`config.mk`:
```
export PLATFORM = sky130hd
export DESIGN_NAME = rlt_timer_bank
export DESIGN_NICKNAME = d
export VERILOG_FILES = /design/src/design/rlt_pkg.sv /design/src/design/rlt_timer_bank.sv
export SDC_FILE = /design/constraint.sdc
export NUM_CORES = 1
export LEC_CHECK = 0
export BUFFER_PORTS_ARGS = -buffer_cell sky130_fd_sc_hd__buf_2
export CELL_PAD_IN_SITES_DETAIL_PLACEMENT = 1
export CELL_PAD_IN_SITES_GLOBAL_PLACEMENT = 2
export CORE_MARGIN = 8
export CORE_UTILIZATION = 39
export DETAILED_ROUTE_END_ITERATION = 7
export PLACE_DENSITY_LB_ADDON = 0.1
export SKIP_LAST_GASP = 1
export SLEW_MARGIN = 20
export SYNTH_ARGS = -nofsm -noshare
export SYNTH_HDL_FRONTEND = slang
export SYNTH_SLANG_ARGS = --single-unit
```
`constraint.sdc`:
```
create_clock -name i_mclk -period 4.1 [get_ports i_mclk]
set_input_delay 0.82 -clock i_mclk [delete_from_list [all_inputs] [get_ports i_mclk]]
set_output_delay 0.82 -clock i_mclk [all_outputs]
set_load 0.005 [all_outputs]
```
`src/design/rlt_pkg.sv`:
```
// Shared constants and types for the reloadable countdown timer bank.
// Assumes a single clock domain and a plain strobe register port.
package rlt_pkg;

  localparam int CNT_W = 16;
  localparam int PRE_W = 4;
  localparam int ADDR_W = 5;
  localparam int DATA_W = 16;

  // Per channel register offsets; channel k sits at word address 4*k + off
  localparam logic [1:0] OFF_CTRL = 2'h0;
  localparam logic [1:0] OFF_RELOAD = 2'h1;
  localparam logic [1:0] OFF_COUNT = 2'h2;

  // Bank wide registers
  localparam logic [ADDR_W-1:0] ADDR_STATUS = 5'h18;
  localparam logic [ADDR_W-1:0] ADDR_CLEAR = 5'h19;
  localparam logic [ADDR_W-1:0] ADDR_ENABLE = 5'h1A;

  // Control word fields
  localparam int CTL_FIELD_W = 4;
  localparam int CTL_RESTART_BIT = 4;

  // Reset values
  localparam logic [CNT_W-1:0] RELOAD_RST = 16'hFFFF;
  localparam logic [CNT_W-1:0] COUNT_RST = 16'h0000;
  localparam logic [PRE_W-1:0] PRE_RST = 4'h0;

  // Prescaler tap: divide by 2, 4, 8 or 16
  typedef enum logic [1:0] {
    RLT_DIV2  = 2'b00,
    RLT_DIV4  = 2'b01,
    RLT_DIV8  = 2'b10,
    RLT_DIV16 = 2'b11
  } rlt_div_type;

  // Bit 0 run, bit 1 continuous, bits 3:2 prescaler tap
  typedef struct packed {
    rlt_div_type psel;
    logic        cont;
    logic        run;
  } rlt_ctl_type;

  localparam rlt_ctl_type CTL_RST = '{psel: RLT_DIV2, cont: 1'b0,
                                      run: 1'b0};

endpackage

```
`src/design/rlt_timer_bank.sv`:
```
// Bank of reloadable 16-bit countdown timers with a shared status,
// clear and enable register set and one level interrupt.
// Assumes the register master and the clock enable share i_mclk.
//
// Summary of operation
// - Six channels, each with own counter, mode, prescaler and control.
// - Each channel counts its 16-bit counter down by one per tick.
// - Tick comes from a 4-bit prescaler tapped at divide 2, 4, 8 or 16.
// - Each channel runs either single-pass or continuous.
// - Software starts, stops, resumes, or restarts from the reload value.
`timescale 1ns/1ps
`default_nettype none

module rlt_timer_bank
  import rlt_pkg::*;
#(
  parameter int NUM_CH = 6
) (
  input  wire logic              i_mclk,
  input  wire logic              i_reset,
  input  wire logic              i_ce,
  input  wire logic [ADDR_W-1:0] i_addr,
  input  wire logic [DATA_W-1:0] i_wdata,
  input  wire logic              i_wr,
  input  wire logic              i_rd,
  output var  logic [DATA_W-1:0] o_rdata,
  output var  logic              o_irq
);

  // Channel address field is 3 bits and the bank registers start at 0x18
  if (NUM_CH < 1 || NUM_CH > 6) begin : g_bad_num_ch
    $error("rlt_timer_bank: NUM_CH must lie in 1..6");
  end

  function automatic logic [ADDR_W-1:0] reg_addr(input int ch,
                                                 input logic [1:0] off);
    reg_addr = {3'(ch), off};
  endfunction

  function automatic logic tap_hit(input logic [PRE_W-1:0] pre,
                                   input rlt_div_type sel);
    case (sel)
      RLT_DIV2:  tap_hit = pre[0];
      RLT_DIV4:  tap_hit = &pre[1:0];
      RLT_DIV8:  tap_hit = &pre[2:0];
      default:   tap_hit = &pre;
    endcase
  endfunction

  rlt_ctl_type              ctl_r    [NUM_CH];
  rlt_ctl_type              ctl_nxt  [NUM_CH];
  logic [CNT_W-1:0]         reload_r [NUM_CH];
  logic [CNT_W-1:0]         reload_nxt [NUM_CH];
  logic [CNT_W-1:0]         count_r  [NUM_CH];
  logic [CNT_W-1:0]         count_nxt [NUM_CH];
  logic [PRE_W-1:0]         pre_r    [NUM_CH];
  logic [PRE_W-1:0]         pre_nxt  [NUM_CH];
  logic [NUM_CH-1:0]        tick;
  logic [NUM_CH-1:0]        evt;
  logic [NUM_CH-1:0]        status_r;
  logic [NUM_CH-1:0]        status_nxt;
  logic [NUM_CH-1:0]        enable_r;
  logic [NUM_CH-1:0]        enable_nxt;
  logic [NUM_CH-1:0]        clear;
  logic [DATA_W-1:0]        rdata_nxt;
  logic                     irq_nxt;
  logic [2:0]               rd_ch;

  // Channel state
  always_comb begin
    for (int k = 0; k < NUM_CH; k++) begin
      ctl_nxt[k] = ctl_r[k];
      reload_nxt[k] = reload_r[k];
      count_nxt[k] = count_r[k];
      pre_nxt[k] = pre_r[k];
      tick[k] = i_ce && ctl_r[k].run && tap_hit(pre_r[k], ctl_r[k].psel);
      evt[k] = tick[k] && (count_r[k] <= CNT_W'(1));
      // Prescaler only advances while the channel runs, so stop and
      // resume keep the phase of the current tick
      if (ctl_r[k].run) begin
        pre_nxt[k] = pre_r[k] + PRE_W'(1);
      end
      if (evt[k]) begin
        if (ctl_r[k].cont) begin
          count_nxt[k] = reload_r[k];
        end else begin
          count_nxt[k] = COUNT_RST;
          ctl_nxt[k].run = 1'b0;
        end
      end else if (tick[k]) begin
        count_nxt[k] = count_r[k] - CNT_W'(1);
      end
      // Software wins over a same-cycle hardware stop or reload
      if (i_wr && i_addr == reg_addr(k, OFF_CTRL)) begin
        ctl_nxt[k] = rlt_ctl_type'(i_wdata[CTL_FIELD_W-1:0]);
        if (i_wdata[CTL_RESTART_BIT]) begin
          count_nxt[k] = reload_r[k];
          pre_nxt[k] = PRE_RST;
        end
      end
      if (i_wr && i_addr == reg_addr(k, OFF_RELOAD)) begin
        reload_nxt[k] = i_wdata[CNT_W-1:0];
      end
    end
  end

  always_ff @(posedge i_mclk) begin
    if (i_reset) begin
      for (int k = 0; k < NUM_CH; k++) begin
        ctl_r[k] <= CTL_RST;
        reload_r[k] <= RELOAD_RST;
        count_r[k] <= COUNT_RST;
        pre_r[k] <= PRE_RST;
      end
    end else if (i_ce) begin
      for (int k = 0; k < NUM_CH; k++) begin
        ctl_r[k] <= ctl_nxt[k];
        reload_r[k] <= reload_nxt[k];
        count_r[k] <= count_nxt[k];
        pre_r[k] <= pre_nxt[k];
      end
    end
  end

  // Status, interrupt and read data
  always_comb begin
    clear = '0;
    enable_nxt = enable_r;
    if (i_wr && i_addr == ADDR_CLEAR) begin
      clear = i_wdata[NUM_CH-1:0];
    end else if (i_wr && i_addr == ADDR_ENABLE) begin
      enable_nxt = i_wdata[NUM_CH-1:0];
    end
    // A new end-of-count beats a clear in the same cycle
    status_nxt = (status_r & ~clear) | evt;
    irq_nxt = |(status_nxt & enable_nxt);
    rd_ch = i_addr[ADDR_W-1:2];
    rdata_nxt = '0;
    if (!i_rd) begin
      rdata_nxt = '0;
    end else if (i_addr == ADDR_STATUS) begin
      rdata_nxt = DATA_W'(status_r);
    end else if (i_addr == ADDR_ENABLE) begin
      rdata_nxt = DATA_W'(enable_r);
    end else if (int'(rd_ch) < NUM_CH && i_addr[1:0] == OFF_CTRL) begin
      rdata_nxt = DATA_W'(ctl_r[rd_ch]);
    end else if (int'(rd_ch) < NUM_CH && i_addr[1:0] == OFF_RELOAD) begin
      rdata_nxt = reload_r[rd_ch];
    end else if (int'(rd_ch) < NUM_CH && i_addr[1:0] == OFF_COUNT) begin
      rdata_nxt = count_r[rd_ch];
    end
  end

  always_ff @(posedge i_mclk) begin
    if (i_reset) begin
      status_r <= '0;
      enable_r <= '0;
      o_irq <= 1'b0;
      o_rdata <= '0;
    end else if (i_ce) begin
      status_r <= status_nxt;
      enable_r <= enable_nxt;
      o_irq <= irq_nxt;
      o_rdata <= rdata_nxt;
    end
  end
endmodule

`default_nettype wire

```
# ---- After elaboration in Yosys (flattened, before gate mapping)
# Memories as Yosys holds them, arrays and structs flattened.
# Cells that the tools add are included.
dict set report word_totals {
  mem_count 4
  rom_bits 0
  elab_cells 261
  output_inout_bits 17
  regBits 29
  mem_bits_rw 240
  latch_bits 0
  inputBits 26
}
dict set report classes {
  n_lt_le_gt_ge 7
  n_reduce_logical 62
  n_eq_ne 28
  shifts 0
  add_sub_neg 12
  div 0
  bitwise_logic 28
  muxes 116
  multipliers 0
}
# memory words word_bits read_ports rd_clocked_by_memory_dff wr line
set memory_table {}
lappend memory_table {count_r 6 16 7 0 6 rlt_timer_bank.sv:54} ;# logic [CNT_W-1:0] count_r [NUM_CH];
lappend memory_table {reload_r 6 16 7 0 6 rlt_timer_bank.sv:52} ;# logic [CNT_W-1:0] reload_r [NUM_CH];
lappend memory_table {ctl_r 6 4 7 0 6 rlt_timer_bank.sv:50} ;# rlt_ctl_type ctl_r [NUM_CH];
lappend memory_table {pre_r 6 4 6 0 6 rlt_timer_bank.sv:56} ;# logic [PRE_W-1:0] pre_r [NUM_CH];
# cell count
set ops {}
lappend ops {{two-way mux 16 bit} 54}
lappend ops {{two-way mux 4 bit} 36}
lappend ops {{<= comparator 16 x 1 -> 1 bit (second input constant)} 6}
lappend ops {{subtractor 16 x 1 -> 16 bit (second input constant)} 6}
lappend ops {{equality test 5 bit (second input constant)} 7}
lappend ops {{logical AND 1 bit} 35}
lappend ops {{adder 4 x 1 -> 4 bit (second input constant)} 6}
lappend ops {{OR 1 bit} 24}
lappend ops {{AND reduction 4 bit} 6}
lappend ops {{equality test 5 x 4 -> 1 bit (second input constant)} 4}
lappend ops {{two-way mux 6 bit} 3}
lappend ops {{one-hot mux 1 bit (3 select lines)} 6}
lappend ops {{AND reduction 3 bit} 6}
lappend ops {{two-way mux 1 bit} 17}
lappend ops {{equality test 2 x 1 -> 1 bit (second input constant)} 7}
lappend ops {{equality test 2 bit (second input constant)} 7}
lappend ops {{zero test 2 bit} 7}
lappend ops {{bitwise AND 6 bit} 2}
lappend ops {{AND reduction 2 bit} 6}
lappend ops {{equality test 5 x 3 -> 1 bit (second input constant)} 2}
lappend ops {{NOT 6 bit} 1}
lappend ops {{OR 6 bit} 1}
lappend ops {{OR reduction 6 bit} 1}
lappend ops {{equality test 5 x 1 -> 1 bit (second input constant)} 1}
lappend ops {{other kinds (2)} 2}

# ---- Longest topological paths before layout
dict set report depth {
  depth_word 8
  ltp_mapped 10
  depth_no_buf 8
}

# ---- Worst setup path after synthesis
# OpenSTA, ideal clock, no wires.
dict set report synth_path {
  path_kind {input-to-reg}
  from {input port i_ce}
  to {memory count_r[0][0], enable pin}
  arrival_time_ns 3.598
  stages 4
  required_time_ns 3.627
  setup_time_ns 0.473
  path_buffers 2
  path_slack_ns 0.029
  cell_sequence {clkbuf_8 > nor2_1 > clkbuf_1 > inv_1}
}
# item line
set synth_rtl {}
lappend synth_rtl {{from (decl)} rlt_timer_bank.sv:21} ;# input wire logic i_ce,
lappend synth_rtl {{to (decl)} rlt_timer_bank.sv:54}

==> results_dict.tcl <==
set metrics [dict create \
    status "complete, no violations" \
    die_w_um 212.9 \
    layout_setup_ws_ps 1159 \
    grt_pass1_vias 11390 \
    via_count 11020 \
    cts_max_level 1 \
    yosys.area_share.simple 0.1527 \
    finalSetupViolations 0 \
    finalWirelength_mm 49.25 \
    drv_slew 0 \
    relSlewSlack 0.2812 \
    hold_viol_final 0 \
    endpoint_kind "register" \
    crit_fanout 16 \
    cts_tree "done" \
    clock-root-buffer "clkbuf_16" \
    netlist_instances 1295 \
    synth.avg_cell_area_um2 11.68 \
    coreArea_mm2 0.03847 \
    powerDensity_mw_per_mm2 413.7 \
    holdCritPathClass "reg2reg" \
    cap_violations 0 \
    nNetsFinal 1380 \
    reg2reg_to "count_r[3][14]$_SDFFCE_PN0P_" \
    numCtsBuffers 31 \
    hold_end "o_rdata[4]$_SDFFE_PP0P_" \
    hold_start "o_rdata[4]$_SDFFE_PP0P_" \
    cts_buffer_depth 3 \
    synth_nets 1345 \
    synthMuxAreaShare 0.09400 \
    yosysSeqAreaShare 0.5150 \
    synth_adder_area_share 0.01986 \
    crit_chain "or4_4, nor4_4, nand4_2, o21ai_1, and2_1, o2bb2ai_1" \
    critical_path.max_stage_delay_ps 640 \
    synthFlopType "edfxtp_1" \
    hold_depth 2 \
    dp_worst_setup_slack_ps 769.7 \
    rsz0062_at_grt "false" \
    synthesis.area_mm2 0.01512 \
    synth_xor_area_frac 0.04981 \
    drc 0 \
    path_delay_family "simple AND/OR/NAND/NOR gates" \
    grt_pass1_wl_mm 74.11 \
    port_buffers 42 \
    synth-edff-count 240 \
    ys_warn_count 0 \
    syn_to_final_growth_pct 12.10 \
    ctsHoldBuffers 0 \
    io_pins 43 \
    antenna_found_initial 0 \
    peakVddDrop_v 0.0003025 \
    synth_common_cells "edfxtp_1, nand2_1, nor2_1" \
    ant_nets 0 \
    die_h_um 212.9 \
    synth_compound_area_frac 0.1369 \
    synth_most_common_cell "edfxtp_1" \
    setup-tns-final_ps 0 \
    cp.arrival_ps 3360 \
    overflow 0 \
    dp_hpwl_mm 36.77 \
    path_clk_slew_ps 60 \
    fin_crit_sh 0.7173 \
    dr.pass1.iters 7 \
    viasPerCell 5.882 \
    tightest_slew_ps 1077 \
    gp_congestion 0.8287 \
    synth.area.top_cells "edfxtp_1, mux4_2, o2bb2ai_1, mux2i_1, dfxtp_1" \
    start_util 0.3931 \
    synth_cell_type_count 82 \
    max_freq_mhz 340.0 \
    synth_top_area_share 0.4766 \
    grt_util_all_layers 0.2168 \
    insertion_delay_ps 590 \
    yosys_register_bits 269 \
    cp_num_buf_inv 0 \
    p_leak_uw 0.005850 \
    post_cts_buffers 0 \
    synth_top_cell_by_area "edfxtp_1" \
    ff2ff_path_depth 6 \
    critical_path_class "reg2reg" \
    cts.sinks 269 \
    slowest_stage "and2_1" \
    async_flop_share 0 \
    finClkSkew_ps 13.36 \
    post_cts_resized 0 \
    crit_path_start_kind "register" \
    worstPathRequired_ps 4520 \
    post_drt_wl_per_cell_um 26.28 \
    regToRegStartpoint "count_r[3][8]$_SDFFCE_PN0P_" \
    drt_iter0_markers 817 \
    grt_max_degree 76 \
    die_area_mm2 0.04533 \
    synth_top_family_by_area "simple AND/OR/NAND/NOR gates" \
    r2r_slack_ps 1160 \
    layout_min_cycle_time_ps 2941 \
    rows 72 \
    drive_gt1_frac 0.1483 \
]
worst reg2reg max path, cell delays in order (launching register included):
cell	delay (ps)
edfxtp_1	490
or4_4	620
nor4_4	380
nand4_2	260
o21ai_1	190
and2_1	640
o2bb2ai_1	200
final cells by class:
cell class                      count  area [µm²]
Fill cell                        4105       21520
Sequential cell                   269        7787
Multi-Input combinational cell    930        6870
Clock buffer                       42       877.1
Tap cell                          518       648.1
Timing Repair Buffer               72       475.5
Clock inverter                     16       188.9
Inverter                           26       100.1
Antenna cell                        1       2.502
registers in the layout, indices dropped and copies added (netlist names):
name      flops
ctl_r        24
count_r      96
reload_r     96
enable_r      6
o_rdata      16
status_r      6
o_irq         1
pre_r        24
cells by family after synthesis:
| logic type | Yosys count |
|---|---|
| AOI/OAI and AO/OA | 287 |
| xor gates and xnor gates | 86 |
| adders and majority gates | 24 |
| buffers and inverters | 96 |
| DFF | 269 |
| muxes | 98 |
| and+or+nand+nor | 435 |
worst max path at each step:
stage | from | end | cells past startpoint
floorplan | i_ce | count_r[0][0]$_SDFFCE_PN0P_ | 4
global placement | i_ce | count_r[5][7]$_SDFFCE_PN0P_ | 7
detailed placement | i_ce | count_r[2][11]$_SDFFCE_PN0P_ | 5
CTS | pre_r[2][0]$_SDFFCE_PN0P_ | count_r[2][12]$_SDFFCE_PN0P_ | 8
global route | pre_r[1][0]$_SDFFCE_PN0P_ | count_r[1][4]$_SDFFCE_PN0P_ | 8
finish | count_r[3][8]$_SDFFCE_PN0P_ | count_r[3][14]$_SDFFCE_PN0P_ | 6
metal layers:
metal,track usage,part of all wire
met1,0.3153,0.48
met2,0.3421,0.46
met3,0.02481,0.045
met4,0.05212,0.019
met5,0,0
metrics by stage:
stage	std cells	cell area, µm²	util	power [µW]	hold slack [ps]
floorplan	1295	15120	-	3819	434.5
global placement	1815	15880	0.4129	4123	450.6
detailed placement	1815	15880	0.4129	4138	456.9
CTS	1873	16950	0.4406	7065	465.5
global route	1873	16950	0.4406	7246	469.7
finish	1874	16950	0.4406	7012	456.8
cells in the final DEF, fill, tap and decap left out, types with 8 or more instances in the layout:
master / count
edfxtp_1: 240
nand2_1: 116
nor2_1: 81
o2bb2ai_1: 80
mux2i_1: 61
o21ai_0: 54
xor2_1: 46
nor3_1: 45
a21oi_1: 42
buf_2: 41
xnor2_1: 40
mux4_2: 35
nand3_1: 32
clkbuf_16: 31
dfxtp_1: 29
buf_4: 28
nand2b_1: 26
nand4_1: 25
ha_1: 24
inv_1: 21
or3_1: 20
o22ai_1: 19
a22o_1: 13
or4_1: 12
nor4_1: 11
a21o_1: 10
o21bai_1: 10
and2_1: 9
a22oi_1: 9
a21boi_0: 8
and3_1: 8
power breakdown:
group / switching [µW] / total [µW] / leakage (µW) / internal (µW)
combinational: 446 / 718 / 0.00257 / 271
sequential: 195 / 3370 / 0.00276 / 3170
clock: 1180 / 2930 / 0.000519 / 1740
Note: power is estimated with default switching activity, not from simulation.
